$ cat config.mk
export PLATFORM = sky130hd
export DESIGN_NAME = ftw_top
export DESIGN_NICKNAME = d
export VERILOG_FILES = /design/src/ftw_pkg.sv /design/src/ftw_fan_meter.sv /design/src/ftw_top.sv
export VERILOG_INCLUDE_DIRS = /design/src
export SDC_FILE = /design/constraint.sdc
export NUM_CORES = 1
export LEC_CHECK = 0
export BUFFER_PORTS_ARGS = -buffer_cell sky130_fd_sc_hd__buf_2
export CELL_PAD_IN_SITES_DETAIL_PLACEMENT = 1
export CELL_PAD_IN_SITES_GLOBAL_PLACEMENT = 1
export CORE_MARGIN = 2
export CORE_UTILIZATION = 50
export CTS_BUF_LIST = sky130_fd_sc_hd__clkbuf_8
export CTS_CLUSTER_DIAMETER = 40
export CTS_CLUSTER_SIZE = 16
export DETAILED_ROUTE_END_ITERATION = 8
export HOLD_SLACK_MARGIN = 0.1
export PLACE_DENSITY_LB_ADDON = 0.1
export SLEW_MARGIN = 30
export SYNTH_ARGS = -nofsm -noshare
export SYNTH_HDL_FRONTEND = slang
export SYNTH_SLANG_ARGS = --single-unit
$ cat constraint.sdc
create_clock -name clk -period 2.2 [get_ports clk]
set_input_delay 0.22 -clock clk [delete_from_list [all_inputs] [get_ports clk]]
set_output_delay 0.22 -clock clk [all_outputs]
set_load 0.005 [all_outputs]
$ cat src/ftw_params.svh
// Overview of operation
// - gate fixed oscillator per tach period, saturating
// - fan divisor resets to two; 1/2/4/8
// - each fan has its own divisor field
// - fan input may act as level input
// - count equals 1.35e6 over rpm times divisor
// - temperature result nine or twelve bits
// - eight-bit compare against setpoints and hysteresis
// - four setpoints at 38h-3Bh, read/write
// - default reading nine bits, half degree step
// - twelve-bit reading, sixteenth degree step
// - high byte at 27h, low bits config 7-4
// - nine-bit mode: only config bit 7 valid
// - four limits drive interrupt and overtemp outputs
// - overtemp: one-time/comparator; interrupt: default/one-time
// - above hot limit interrupt holds until cleared
// - default mode re-raises while above hysteresis
// - default mode clears below hot hysteresis
// - one-time mode rearms only below hysteresis
// - comparator drives overtemp low above limit
// - status read clears latched interrupt outputs
// - config bit 2 selects overtemp output mode
// - clear bit drops interrupt, halts monitoring
`ifndef FTW_PARAMS_SVH
`define FTW_PARAMS_SVH

// ==========================================================
// register addresses
`define FTW_ADDR_CFG      8'h00
`define FTW_ADDR_ISR1     8'h01
`define FTW_ADDR_ISR2     8'h02
`define FTW_ADDR_FANDIV   8'h05
`define FTW_ADDR_TCFG     8'h06
`define FTW_ADDR_TEMP     8'h27
`define FTW_ADDR_TACH_INPUT_FIRST     8'h28
`define FTW_ADDR_TACH_INPUT_SECOND     8'h29
`define FTW_ADDR_LIM_HI6  6'h0E
// ==========================================================
// field positions
`define FTW_CFG_START     0
`define FTW_CFG_INT_EN    1
`define FTW_CFG_INT_CLR   3
`define FTW_ISR1_HOT      6
`define FTW_ISR2_OS       5
`define FTW_FD_LVL1       0
`define FTW_FD_LVL2       1
`define FTW_FD_OS_EN      6
`define FTW_FD_RST_EN     7
`define FTW_TC_ONE_TIME   1
`define FTW_TC_OS_ONE     2
`define FTW_TC_RES12      3
// ==========================================================
// reset values
`define FTW_CFG_RST       8'h08
`define FTW_FANDIV_RST    8'h14
`define FTW_TCFG_RST      4'h0
`define FTW_LIM_RST       8'h00
// ==========================================================
// timing
`define FTW_CLK_HZ        20000000
`define FTW_OSC_HZ        22500
`define FTW_TICK_CYC      (`FTW_CLK_HZ / (2 * `FTW_OSC_HZ))

`endif

$ cat src/ftw_pkg.sv
// ==========================================================
// shared types
package ftw_pkg;
   typedef logic [7:0]  ftw_byte_t;   // one register byte
   typedef logic [11:0] ftw_temp_t;   // raw sample, 1/16 degree
   typedef logic [1:0]  ftw_div_t;    // divisor code, value 1<<code
endpackage

$ cat src/ftw_fan_meter.sv
`timescale 1ns/1ps
`include "ftw_params.svh"
module ftw_fan_meter (
   // clock and reset
   input  wire logic             clk,
   input  wire logic             rst_b,
   // timing and control
   input  wire logic             osc_tick,   // double-rate oscillator pulse
   input  wire logic             run,        // monitoring loop active
   input  wire ftw_pkg::ftw_div_t div_sel,   // divisor code
   input  wire logic             level_mode, // digital input instead of tach
   // fan
   input  wire logic             tach,
   // result
   output ftw_pkg::ftw_byte_t    reading_r
);
   import ftw_pkg::*;

   // ==========================================================
   // state
   logic      tach_d_r, tach_d_nxt;        // previous tach level
   logic [2:0] pre_r, pre_nxt;             // divisor prescaler
   ftw_byte_t cnt_r, cnt_nxt;              // period counter
   ftw_byte_t reading_nxt;

   logic [2:0] div_last;                   // last prescaler state
   logic       gate;                       // gated oscillator pulse
   logic       period_edge;                // start of a new tach period

   // ==========================================================
   // next state
   always_comb begin
      div_last    = 3'((4'h1 << div_sel) - 4'h1);
      gate        = osc_tick && (pre_r == div_last);
      period_edge = tach && !tach_d_r;
      tach_d_nxt  = tach;
      pre_nxt     = pre_r;
      cnt_nxt     = cnt_r;
      reading_nxt = reading_r;
      // prescaler: count = 1.35e6/(rpm*div)
      if (osc_tick) begin
         pre_nxt = (pre_r == div_last) ? 3'h0 : 3'(pre_r + 3'h1);
      end
      if (level_mode) begin
         // level mode: pin in bit 0
         reading_nxt = {7'h00, tach};
         cnt_nxt     = 8'h00;
      end else if (run) begin
         if (period_edge) begin
            reading_nxt = cnt_r;
            cnt_nxt     = 8'h00;
         end else if (gate && cnt_r != 8'hFF) begin
            cnt_nxt = 8'(cnt_r + 8'h01);
         end
         // stalled fan shows full scale at once
         if (!period_edge && cnt_r == 8'hFF) begin
            reading_nxt = 8'hFF;
         end
      end
   end

   // ==========================================================
   // registers
   always_ff @(posedge clk or negedge rst_b) begin
      if (!rst_b) begin
         tach_d_r  <= 1'b0;
         pre_r     <= 3'h0;
         cnt_r     <= 8'h00;
         reading_r <= 8'h00;
      end else begin
         tach_d_r  <= tach_d_nxt;
         pre_r     <= pre_nxt;
         cnt_r     <= cnt_nxt;
         reading_r <= reading_nxt;
      end
   end
endmodule

$ cat src/ftw_top.sv
`timescale 1ns/1ps
`include "ftw_params.svh"
module ftw_top #(
   parameter int TICK_CYC = `FTW_TICK_CYC  // clocks per double-rate oscillator tick
) (
   // clock and reset
   input  wire logic               clk,
   input  wire logic               rst_b,
   // register port
   input  wire ftw_pkg::ftw_byte_t reg_addr,
   input  wire logic               reg_wr,
   input  wire ftw_pkg::ftw_byte_t reg_wdata,
   input  wire logic               reg_rd,
   output ftw_pkg::ftw_byte_t      reg_rdata_r,
   // fans
   input  wire logic               tach_input_first,
   input  wire logic               tach_input_second,
   // temperature converter
   input  wire ftw_pkg::ftw_temp_t temp_sample,
   input  wire logic               temp_done,
   // interrupt output, active high level
   output logic                    int_out_r,
   // open-drain overtemp pin
   input  wire logic               reset_or_overtemp_pin_i,
   output logic                    reset_or_overtemp_pin_o_r,
   output logic                    reset_or_overtemp_pin_oe_r
);
   import ftw_pkg::*;

   // ==========================================================
   // one watchdog step, returns {flag, episode}
   // the episode bit remembers a crossing until the reading drops below
   // hysteresis; default mode re-raises inside the band, one-time does not
   function automatic logic [1:0] watch_step(
      input logic      one_time,
      input logic      flag,
      input logic      epi,
      input ftw_byte_t t,
      input ftw_byte_t lim,
      input ftw_byte_t hyst
   );
      logic f;
      logic e;
      f = flag;
      e = epi;
      if ($signed(t) < $signed(hyst)) begin
         e = 1'b0;
         if (!one_time) begin
            f = 1'b0;
         end
      end else if ($signed(t) > $signed(lim)) begin
         if (!one_time || !e) begin
            f = 1'b1;
         end
         e = 1'b1;
      end else if (e && !one_time) begin
         f = 1'b1;
      end
      return {f, e};
   endfunction

   // ==========================================================
   // control registers
   ftw_byte_t  cfg_r, cfg_nxt;              // start, int enable, int clear
   ftw_byte_t  fandiv_r, fandiv_nxt;        // divisors, level modes, os enable
   logic [3:0] tcfg_r, tcfg_nxt;            // writable low nibble
   ftw_byte_t  lim_r   [0:3];               // hot, hot hyst, os, os hyst
   ftw_byte_t  lim_nxt [0:3];

   // ==========================================================
   // temperature state
   ftw_byte_t  temp_hi_r, temp_hi_nxt;      // eight msbs of reading
   logic [3:0] temp_lo_r, temp_lo_nxt;      // fraction bits
   logic       hot_flag_r, hot_flag_nxt;    // hot status bit
   logic       hot_epi_r, hot_epi_nxt;
   logic       osb_flag_r, osb_flag_nxt;    // overtemp status bit
   logic       osb_epi_r, osb_epi_nxt;
   logic       osp_flag_r, osp_flag_nxt;    // overtemp pin, one-time mode
   logic       osp_epi_r, osp_epi_nxt;
   logic       osc_act_r, osc_act_nxt;      // overtemp pin, comparator mode

   // ==========================================================
   // outputs and oscillator
   ftw_byte_t  rdata_nxt;
   logic       int_nxt;
   logic       os_oe_nxt;
   logic [9:0] tick_cnt_r, tick_cnt_nxt;    // oscillator divider
   logic       osc_tick_r, osc_tick_nxt;

   // ==========================================================
   // decoded signals
   logic       run;                         // monitoring loop active
   logic       conv;                        // accepted conversion
   logic       rd_isr1, rd_isr2;            // status reads that clear
   logic       lim_sel;                     // setpoint address
   ftw_byte_t  tach_input_first_reading, tach_input_second_reading;
   ftw_byte_t  t_new;                       // high byte of incoming sample
   logic [1:0] st;

   // clear bit halts the loop, status kept
   assign run     = cfg_r[`FTW_CFG_START] && !cfg_r[`FTW_CFG_INT_CLR];
   assign conv    = temp_done && run;
   assign rd_isr1 = reg_rd && (reg_addr == `FTW_ADDR_ISR1);
   assign rd_isr2 = reg_rd && (reg_addr == `FTW_ADDR_ISR2);
   assign lim_sel = (reg_addr[7:2] == `FTW_ADDR_LIM_HI6);
   assign t_new   = temp_sample[11:4];

   // ==========================================================
   // oscillator runs at twice the nominal rate so that
   // the default divide-by-two gives nominal counts
   always_comb begin
      osc_tick_nxt = 1'b0;
      tick_cnt_nxt = 10'(tick_cnt_r + 10'h001);
      if (tick_cnt_r == 10'(TICK_CYC - 1)) begin
         tick_cnt_nxt = 10'h000;
         osc_tick_nxt = 1'b1;
      end
   end

   always_ff @(posedge clk or negedge rst_b) begin
      if (!rst_b) begin
         tick_cnt_r <= 10'h000;
         osc_tick_r <= 1'b0;
      end else begin
         tick_cnt_r <= tick_cnt_nxt;
         osc_tick_r <= osc_tick_nxt;
      end
   end

   // ==========================================================
   // fan meters
   ftw_fan_meter u_tach_input_first (
      .clk        (clk),
      .rst_b      (rst_b),
      .osc_tick   (osc_tick_r),
      .run        (run),
      .div_sel    (fandiv_r[3:2]),
      .level_mode (fandiv_r[`FTW_FD_LVL1]),
      .tach       (tach_input_first),
      .reading_r  (tach_input_first_reading)
   );

   ftw_fan_meter u_tach_input_second (
      .clk        (clk),
      .rst_b      (rst_b),
      .osc_tick   (osc_tick_r),
      .run        (run),
      .div_sel    (fandiv_r[5:4]),
      .level_mode (fandiv_r[`FTW_FD_LVL2]),
      .tach       (tach_input_second),
      .reading_r  (tach_input_second_reading)
   );

   // ==========================================================
   // register writes
   always_comb begin
      cfg_nxt    = cfg_r;
      fandiv_nxt = fandiv_r;
      tcfg_nxt   = tcfg_r;
      for (int i = 0; i < 4; i++) begin
         lim_nxt[i] = lim_r[i];
      end
      if (reg_wr) begin
         if (reg_addr == `FTW_ADDR_CFG) begin
            cfg_nxt = {1'b0, reg_wdata[6:0]};
         end
         if (reg_addr == `FTW_ADDR_FANDIV) begin
            fandiv_nxt = reg_wdata;
         end
         if (reg_addr == `FTW_ADDR_TCFG) begin
            // bits 7-4 are read-only data
            tcfg_nxt = reg_wdata[3:0];
         end
         if (lim_sel) begin
            lim_nxt[reg_addr[1:0]] = reg_wdata;
         end
      end
   end

   always_ff @(posedge clk or negedge rst_b) begin
      if (!rst_b) begin
         cfg_r    <= `FTW_CFG_RST;
         fandiv_r <= `FTW_FANDIV_RST;
         tcfg_r   <= `FTW_TCFG_RST;
         for (int i = 0; i < 4; i++) begin
            lim_r[i] <= `FTW_LIM_RST;
         end
      end else begin
         cfg_r    <= cfg_nxt;
         fandiv_r <= fandiv_nxt;
         tcfg_r   <= tcfg_nxt;
         for (int i = 0; i < 4; i++) begin
            lim_r[i] <= lim_nxt[i];
         end
      end
   end

   // ==========================================================
   // temperature capture and watchdog
   // status read clears first; the same cycle's conversion
   // steps from the cleared value, so a new event survives
   always_comb begin
      temp_hi_nxt  = temp_hi_r;
      temp_lo_nxt  = temp_lo_r;
      hot_flag_nxt = rd_isr1 ? 1'b0 : hot_flag_r;
      hot_epi_nxt  = hot_epi_r;
      osb_flag_nxt = rd_isr2 ? 1'b0 : osb_flag_r;
      osb_epi_nxt  = osb_epi_r;
      osp_flag_nxt = rd_isr2 ? 1'b0 : osp_flag_r;
      osp_epi_nxt  = osp_epi_r;
      osc_act_nxt  = osc_act_r;
      st           = 2'b00;
      if (conv) begin
         temp_hi_nxt = t_new;
         if (tcfg_r[`FTW_TC_RES12]) begin
            temp_lo_nxt = temp_sample[3:0];
         end else begin
            // half degree in bit 7, rest zero
            temp_lo_nxt = {temp_sample[3], 3'b000};
         end
         // comparator sees the eight msbs
         st = watch_step(tcfg_r[`FTW_TC_ONE_TIME], hot_flag_nxt, hot_epi_r,
                         t_new, lim_r[0], lim_r[1]);
         hot_flag_nxt = st[1];
         hot_epi_nxt  = st[0];
         st = watch_step(tcfg_r[`FTW_TC_ONE_TIME], osb_flag_nxt, osb_epi_r,
                         t_new, lim_r[2], lim_r[3]);
         osb_flag_nxt = st[1];
         osb_epi_nxt  = st[0];
         st = watch_step(1'b1, osp_flag_nxt, osp_epi_r,
                         t_new, lim_r[2], lim_r[3]);
         osp_flag_nxt = st[1];
         osp_epi_nxt  = st[0];
         // equal reading holds the comparator state
         if ($signed(t_new) > $signed(lim_r[2])) begin
            osc_act_nxt = 1'b1;
         end else if ($signed(t_new) < $signed(lim_r[2])) begin
            osc_act_nxt = 1'b0;
         end
      end
   end

   always_ff @(posedge clk or negedge rst_b) begin
      if (!rst_b) begin
         temp_hi_r  <= 8'h00;
         temp_lo_r  <= 4'h0;
         hot_flag_r <= 1'b0;
         hot_epi_r  <= 1'b0;
         osb_flag_r <= 1'b0;
         osb_epi_r  <= 1'b0;
         osp_flag_r <= 1'b0;
         osp_epi_r  <= 1'b0;
         osc_act_r  <= 1'b0;
      end else begin
         temp_hi_r  <= temp_hi_nxt;
         temp_lo_r  <= temp_lo_nxt;
         hot_flag_r <= hot_flag_nxt;
         hot_epi_r  <= hot_epi_nxt;
         osb_flag_r <= osb_flag_nxt;
         osb_epi_r  <= osb_epi_nxt;
         osp_flag_r <= osp_flag_nxt;
         osp_epi_r  <= osp_epi_nxt;
         osc_act_r  <= osc_act_nxt;
      end
   end

   // ==========================================================
   // read mux and output pins
   always_comb begin
      rdata_nxt = reg_rdata_r;
      if (reg_rd) begin
         unique case (reg_addr)
            `FTW_ADDR_CFG:    rdata_nxt = cfg_r;
            `FTW_ADDR_ISR1:   rdata_nxt = 8'(hot_flag_r) << `FTW_ISR1_HOT;
            `FTW_ADDR_ISR2:   rdata_nxt = 8'(osb_flag_r) << `FTW_ISR2_OS;
            `FTW_ADDR_FANDIV: rdata_nxt = fandiv_r;
            `FTW_ADDR_TCFG:   rdata_nxt = {temp_lo_r, tcfg_r};
            `FTW_ADDR_TEMP:   rdata_nxt = temp_hi_r;
            `FTW_ADDR_TACH_INPUT_FIRST:   rdata_nxt = tach_input_first_reading;
            `FTW_ADDR_TACH_INPUT_SECOND:   rdata_nxt = tach_input_second_reading;
            default: begin
               // setpoints, else zero
               rdata_nxt = lim_sel ? lim_r[reg_addr[1:0]] : 8'h00;
            end
         endcase
      end
      // clear bit forces the line low
      int_nxt = cfg_r[`FTW_CFG_INT_EN] && !cfg_r[`FTW_CFG_INT_CLR]
                && (hot_flag_nxt || osb_flag_nxt);
      // pin needs os enable, reset off
      os_oe_nxt = fandiv_r[`FTW_FD_OS_EN] && !fandiv_r[`FTW_FD_RST_EN]
                  && !cfg_r[`FTW_CFG_INT_CLR]
                  && (tcfg_r[`FTW_TC_OS_ONE] ? osp_flag_nxt : osc_act_nxt);
   end

   always_ff @(posedge clk or negedge rst_b) begin
      if (!rst_b) begin
         reg_rdata_r                <= 8'h00;
         int_out_r                  <= 1'b0;
         reset_or_overtemp_pin_o_r  <= 1'b0;
         reset_or_overtemp_pin_oe_r <= 1'b0;
      end else begin
         reg_rdata_r                <= rdata_nxt;
         int_out_r                  <= int_nxt;
         reset_or_overtemp_pin_o_r  <= 1'b0;          // open drain pulls low only
         reset_or_overtemp_pin_oe_r <= os_oe_nxt;
      end
   end
endmodule

* Word-level counts from Yosys, hierarchy flattened
Index checks and enable logic that the tools add are counted. W data, S select, Z words.
Word-level totals: bits of input ports 36, register bits 130, logic and storage cells 167, output and inout bits 11
Operators by class: equal/unequal tests 15, reduce and logical (&&, ||, !) cells 51, multiplexer cells 56, add/sub/neg operators 7, shift operators 2, bitwise logic cells 1, $lt $le $gt $ge 7
Operator list (count):
- $mux W8 | 20
- $pmux W8 S8 | 1
- $bwmux W32 | 1
- $mux W1 | 28
- $eq A8 B6 Y1 const B | 3
- $lt A8 B8 Y1 | 3
- $logic_and A1 B1 Y1 | 20
- $reduce_and A2 Y1 | 10
- $add A8 B1 Y8 const B | 2
- $bmux W8 S2 | 1
- $demux W8 S2 | 1
- $eq A8 B3 Y1 const B | 2
- $eq A8 B8 Y1 const B | 2
- $gt A8 B8 Y1 | 2
- $ne A8 B8 Y1 const B | 2
- $reduce_bool A3 Y1 | 4
- $add A10 B1 Y10 const B | 1
- $eq A10 B9 Y1 const B | 1
- $mux W10 | 1
- $logic_not A1 Y1 | 9
- $mux W3 | 3
- $eq A8 B1 Y1 const B | 1
- $eq A8 B2 Y1 const B | 1
- $logic_not A8 Y1 | 1
- other kinds (10) | 19

* Depth between registers and ports, before layout
depth after elaboration 9, depth in mapped cells 8, depth with buffers taken out 8

* Hierarchy
A second synthesis with hierarchy kept.
Second synthesis, totals: cell total of the unflattened synthesis 668, area total of the unflattened synthesis 7039.3 µm²
By module, submodules not included:
- ftw_top | area an instance 4979.8 µm², seq. area each 2255.9 µm², cells an instance 464, times used 1
- ftw_fan_meter | area an instance 1029.7 µm², seq. area each 500.5 µm², cells an instance 102, times used 2

* Worst setup path before layout
No wires, ideal clock.
path type reg2reg, start point reg lim_r[7] (netlist bit), end point reg int_out_r, buffers on the path 0, data required time 2.071 ns, clock period less this slack 2.042 ns, setup time 0.129 ns, slack 0.158 ns, stages on the path, launching flop included 9, arrival time 1.913 ns, cells stage by stage dfrtp_1 > inv_1 > ha_1 > or3b_2 > a211oi_1 > o21ai_0 > a32oi_1 > a21oi_1 > o41a_1
Between the ends: cells in the longest elaborated chain, start to end 5
Ends and longest elaborated chain:
- start: declaration | RTL line ftw_top.sv:67 | ftw_byte_t lim_r [0:3];
- start signal: indexed assignment | RTL line ftw_top.sv:186 | lim_r[i] <= `FTW_LIM_RST;
- start signal: indexed assignment | RTL line ftw_top.sv:193 | lim_r[i] <= lim_nxt[i];
- $lt A8 B8 Y1 | RTL line ftw_top.sv:46 | if ($signed(t) < $signed(hyst)) begin
- $mux W1 | RTL line ftw_top.sv:46
- $mux W1 | RTL line ftw_top.sv:213 | if (conv) begin
- net osb_flag_nxt | RTL line ftw_top.sv:76 | logic osb_flag_r, osb_flag_nxt;
- $logic_or A1 B1 Y1 | RTL line ftw_top.sv:289 | && (hot_flag_nxt || osb_flag_nxt);
- $logic_and A1 B1 Y1 | RTL line ftw_top.sv:288 | int_nxt = cfg_r[`FTW_CFG_INT_EN] && !cfg_r[`FTW_CFG_INT_CLR]
- net int_nxt | RTL line ftw_top.sv:85 | logic int_nxt;
- end signal: assignment | RTL line ftw_top.sv:304 | int_out_r <= int_nxt;
- end: declaration | RTL line ftw_top.sv:22 | output logic int_out_r,
The timed path passes the listed nets, and every way through them passes these cells. A chain may end at the register's enable or synchronous reset.

* Worst setup path after layout
start point reg lim_r[25] (netlist bit), end point reg int_out_r
Between the ends: cells in the longest elaborated chain, start to end 6
Ends and longest elaborated chain:
- $gt A8 B8 Y1 | RTL line ftw_top.sv:51 | end else if ($signed(t) > $signed(lim)) begin
- $mux W1 | RTL line ftw_top.sv:51
- $mux W1 | RTL line ftw_top.sv:46
- $mux W1 | RTL line ftw_top.sv:213
- $logic_or A1 B1 Y1 | RTL line ftw_top.sv:289
- $logic_and A1 B1 Y1 | RTL line ftw_top.sv:288
- net int_nxt | RTL line ftw_top.sv:85
The timed path passes the listed nets, and every way through them passes these cells.

==> run summary <==
RePlAce Congestion: 0.893
Antenna Nets Post-Route: 0
Total number of vias: 5913
Synth Area in Compound Gates: 13.5%
Vias in the first global route: 6221
Hold path depth: 2
PnR worst setup slack: -8.48 ps
Adder and majority gate portion of the synthesized area: 6.24%
CTS root buf: clkbuf_8
First-pass GRT wire length: 33.8 mm
Worst Skew: 12.6 ps
Seq/Total Area, Yosys: 46.4%
Layout Nets: 841
Sequential share of power: 46.5%
# H-tree levels: 4
Clock transition at path regs: 80 ps
Largest net degree at the start of global routing: 53
Die Wd: 122 µm
Post-synthesis cell type count: 72
DRT Pass-1 Iters: 5
Critical path's slowest cell: o41a_1
Synth warn: 0
Pwr Density: 674 nW/µm²
Final period utilization: 100%
Outcome: finished with violations
R2R Path Start: lim_r[25]
Commonest cells in the synthesized netlist: 127 x dfrtp_1, 73 x nand2_1, 51 x mux2_2
Initial antenna violation count: 0
CTS tree: yes
P_leak: 3.76 nW
FP Rows: 43
Max-cap violations: 0
Async S/R FF share, synth: 100%
Hold path endpoint: fandiv_r[0]
Routed vias/inst: 6.14
Port bufs: 44
DRC violations left: 0
Final Critical Period: 2210 ps
Post-Syn Instances: 687
Xor/xnor share of the synthesized area: 1.25%
Reg2reg path depth: 9
Failing checks: setup timing
Maximum VDD drop: 0.000517 V
Switching Fraction: 26.2%
DRT iter0 DRCs: 471
Combinational Power Share: 12.1%
Clock buffer count from CTS: 17
Clk_lat worst skew: 450 ps
Most common cell in the netlist: dfrtp_1
Internal power: 4.18 mW
Initial core utilization: 50.9%
Syn Std Cell Area: 7010 µm²
WL/cell: 22.3 µm
Filler cell count: 1498
Simple-Gate Fraction of Synth Area: 17.2%
Final setup fails: 1
Crit path largest cell delay: 400 ps
Crit path max-delay family: compound AO/OA/AOI/OAI gates
Crit path buf inv count: 2
Arr. time, crit path: 2540 ps
Share of cells above drive strength 1: 27.3%
Worst-case clock buffer depth: 2
Peak Freq: 453 MHz
Final HPWL DP: 15.4 mm
Hold Fails Final Rpt: 0
Worst path required time: 2530 ps
Final Core Density: 61.0%
Slew @ Worst Pin: 585 ps
Core Area: 13800 µm²
Ports: 47
RSZ-0062 raised after global routing: true
Die height: 122 µm
Post-synth top area share: 45.3%
R2R setup slack: -8 ps
GRT Total Usage: 30.0%
DRT Wirelength: 21.5 mm
Post-synth top flop: dfrtp_1
Yosys reg bits: 130
Startpoint Class: register
Multiplexer share of the synthesized area: 11.3%
ANT cells: 0
Area added between synthesis and finish: 19.8%
Largest family of logic cells by synthesized area: simple AND/OR/NAND/NOR gates
Net Sw Power: 1.48 mW
Final hold slack: 137 ps
Hold path startpoint: reg_wdata[0]
Post-synth EDFFs: 0
Crit end category: register
Crit Path Class: reg -> reg
Slew HR: 61.0%
Die area: 15000 µm²
Critical R2R Capture: int_out_r
CP cell instances: inv_1, ha_1, nor2b_1, o2111ai_1, a21oi_2, o31ai_4, buf_4, nor3_2, o41a_1
CTS Sinks: 130
Clock Power Share: 41.3%
Grt ovf: 0
Net Count, Synth: 758
Largest cells by area after synthesis: dfrtp_1 45%, mux2_2 8.2%, ha_1 6.2%
Cell taking the most area after synthesis: dfrtp_1
Crit-path max FO: 2
Synthesized area per cell: 10.2 µm²
Min-Delay Path Class: in -> reg
Max Transition Viols Final: 0
-- placed cells by master (no fill, tap or decap), types with 4 or more instances in the layout --
cell type	count
dfrtp_1	127
nand2_1	73
mux2_2	51
o21ai_0	47
inv_1	41
nor2_1	41
buf_2	41
buf_4	35
nand3_1	33
ha_1	32
clkbuf_8	21
nand2b_1	19
a21oi_1	17
nor3_1	11
dlygate4sd3_1	11
a22oi_1	10
nor2b_1	9
nand4_1	9
mux4_2	8
xor2_1	6
a41oi_1	6
a211oi_1	5
nand3b_1	5
xnor2_1	4
and2_1	4
mux2i_1	4
a31oi_1	4
o31ai_1	4
bufinv_16	4
-- routing by layer --
metal | vias up | wire, µm | GRT usage [%]
met4 | 0 | 450 | 9.05
met1 | 3061 | 9280 | 39.8
li1 | 2656 | - | -
met3 | 34 | 1150 | 6.09
met2 | 162 | 10600 | 49.7
met5 | - | 0 | 0
-- worst register-to-register path, stage by stage (launching register included) --
cell       delay, ps
dfrtp_1          360
inv_1             50
ha_1             300
nor2b_1          170
o2111ai_1        210
a21oi_2          100
o31ai_4          290
buf_4            170
nor3_2            40
o41a_1           400
-- cell type report --
cell class	count	area, µm²	share of cell area, %
flip-flops and latches	130	3260	38.8
well taps	180	225	2.68
inverters	42	158	1.88
multi-input cells	489	3670	43.6
clock buffers	21	289	3.44
clock inverters	11	175	2.08
repair buffers	90	631	7.51
-- logic make-up after synthesis --
| family | after synthesis |
|---|---|
| AND/OR/NAND/NOR | 238 |
| AO/OA/AOI/OAI | 142 |
| flip-flops | 130 |
| buffers and inverters | 68 |
| multiplexers | 63 |
| adder cells (fa/ha/maj) | 35 |
| XOR/XNOR | 10 |
| other | 1 |
-- flip-flops by register name, indices dropped and copies added (netlist names), 3 cells and up --
| signal | flops |
|---|---|
| cfg_r | 7 |
| tick_cnt_r | 10 |
| u_tach_input_first.pre_r | 3 |
| temp_lo_r | 4 |
| tcfg_r | 4 |
| reg_rdata_r | 8 |
| u_tach_input_first.cnt_r | 8 |
| u_tach_input_first.reading_r | 8 |
| u_tach_input_second.pre_r | 3 |
| temp_hi_r | 8 |
| u_tach_input_second.reading_r | 8 |
| fandiv_r | 8 |
| lim_r | 32 |
| u_tach_input_second.cnt_r | 8 |
-- metrics by stage --
step           setup slack [ps]  setup TNS [ps]  area, µm²  power (mW)  cells
2_1_floorplan               158               0       7010        2.98    687
3_3_place_gp               -169            -284       7610        3.24    918
3_5_place_dp               -220            -449       7610        3.28    918
4_1_cts                    3.10               0       8240        5.64    962
5_1_grt                   -68.3           -87.5       8400        5.89    963
6_report                  -8.48           -8.48       8400        5.66    963
-- power by group through the flow --
stage / combinational [mW] / sequential (mW) / clock, mW
after floorplan: 0.340 / 2.64 / 0
after global placement: 0.568 / 2.67 / 0
after detailed placement: 0.607 / 2.67 / 0
after CTS: 0.642 / 2.63 / 2.37
after global routing: 0.758 / 2.65 / 2.48
final: 0.686 / 2.64 / 2.34
-- worst max-delay path by stage --
stage / to / cells past startpoint / from / slack [ps]
floorplan: int_out_r / 8 / lim_r[7] / 160
global placement: int_out_r / 7 / lim_r[31] / -170
detailed placement: int_out_r / 9 / lim_r[25] / -220
CTS: int_out_r / 10 / lim_r[31] / 3
global route: int_out_r / 9 / lim_r[25] / -70
finish: int_out_r / 9 / lim_r[25] / -8
-- repair_timing --
item / CTS / global route
endpoints found under the setup margin: 9 / 8
resized for setup: 12 / 25
setup buffers: 0 / 2
endpoints found under the hold margin: 52 / 0
pin swaps: 5 / 9
hold buffers: 12 / 0
gates cloned: 0 / 0
Note: power is estimated with default switching activity, not from simulation.
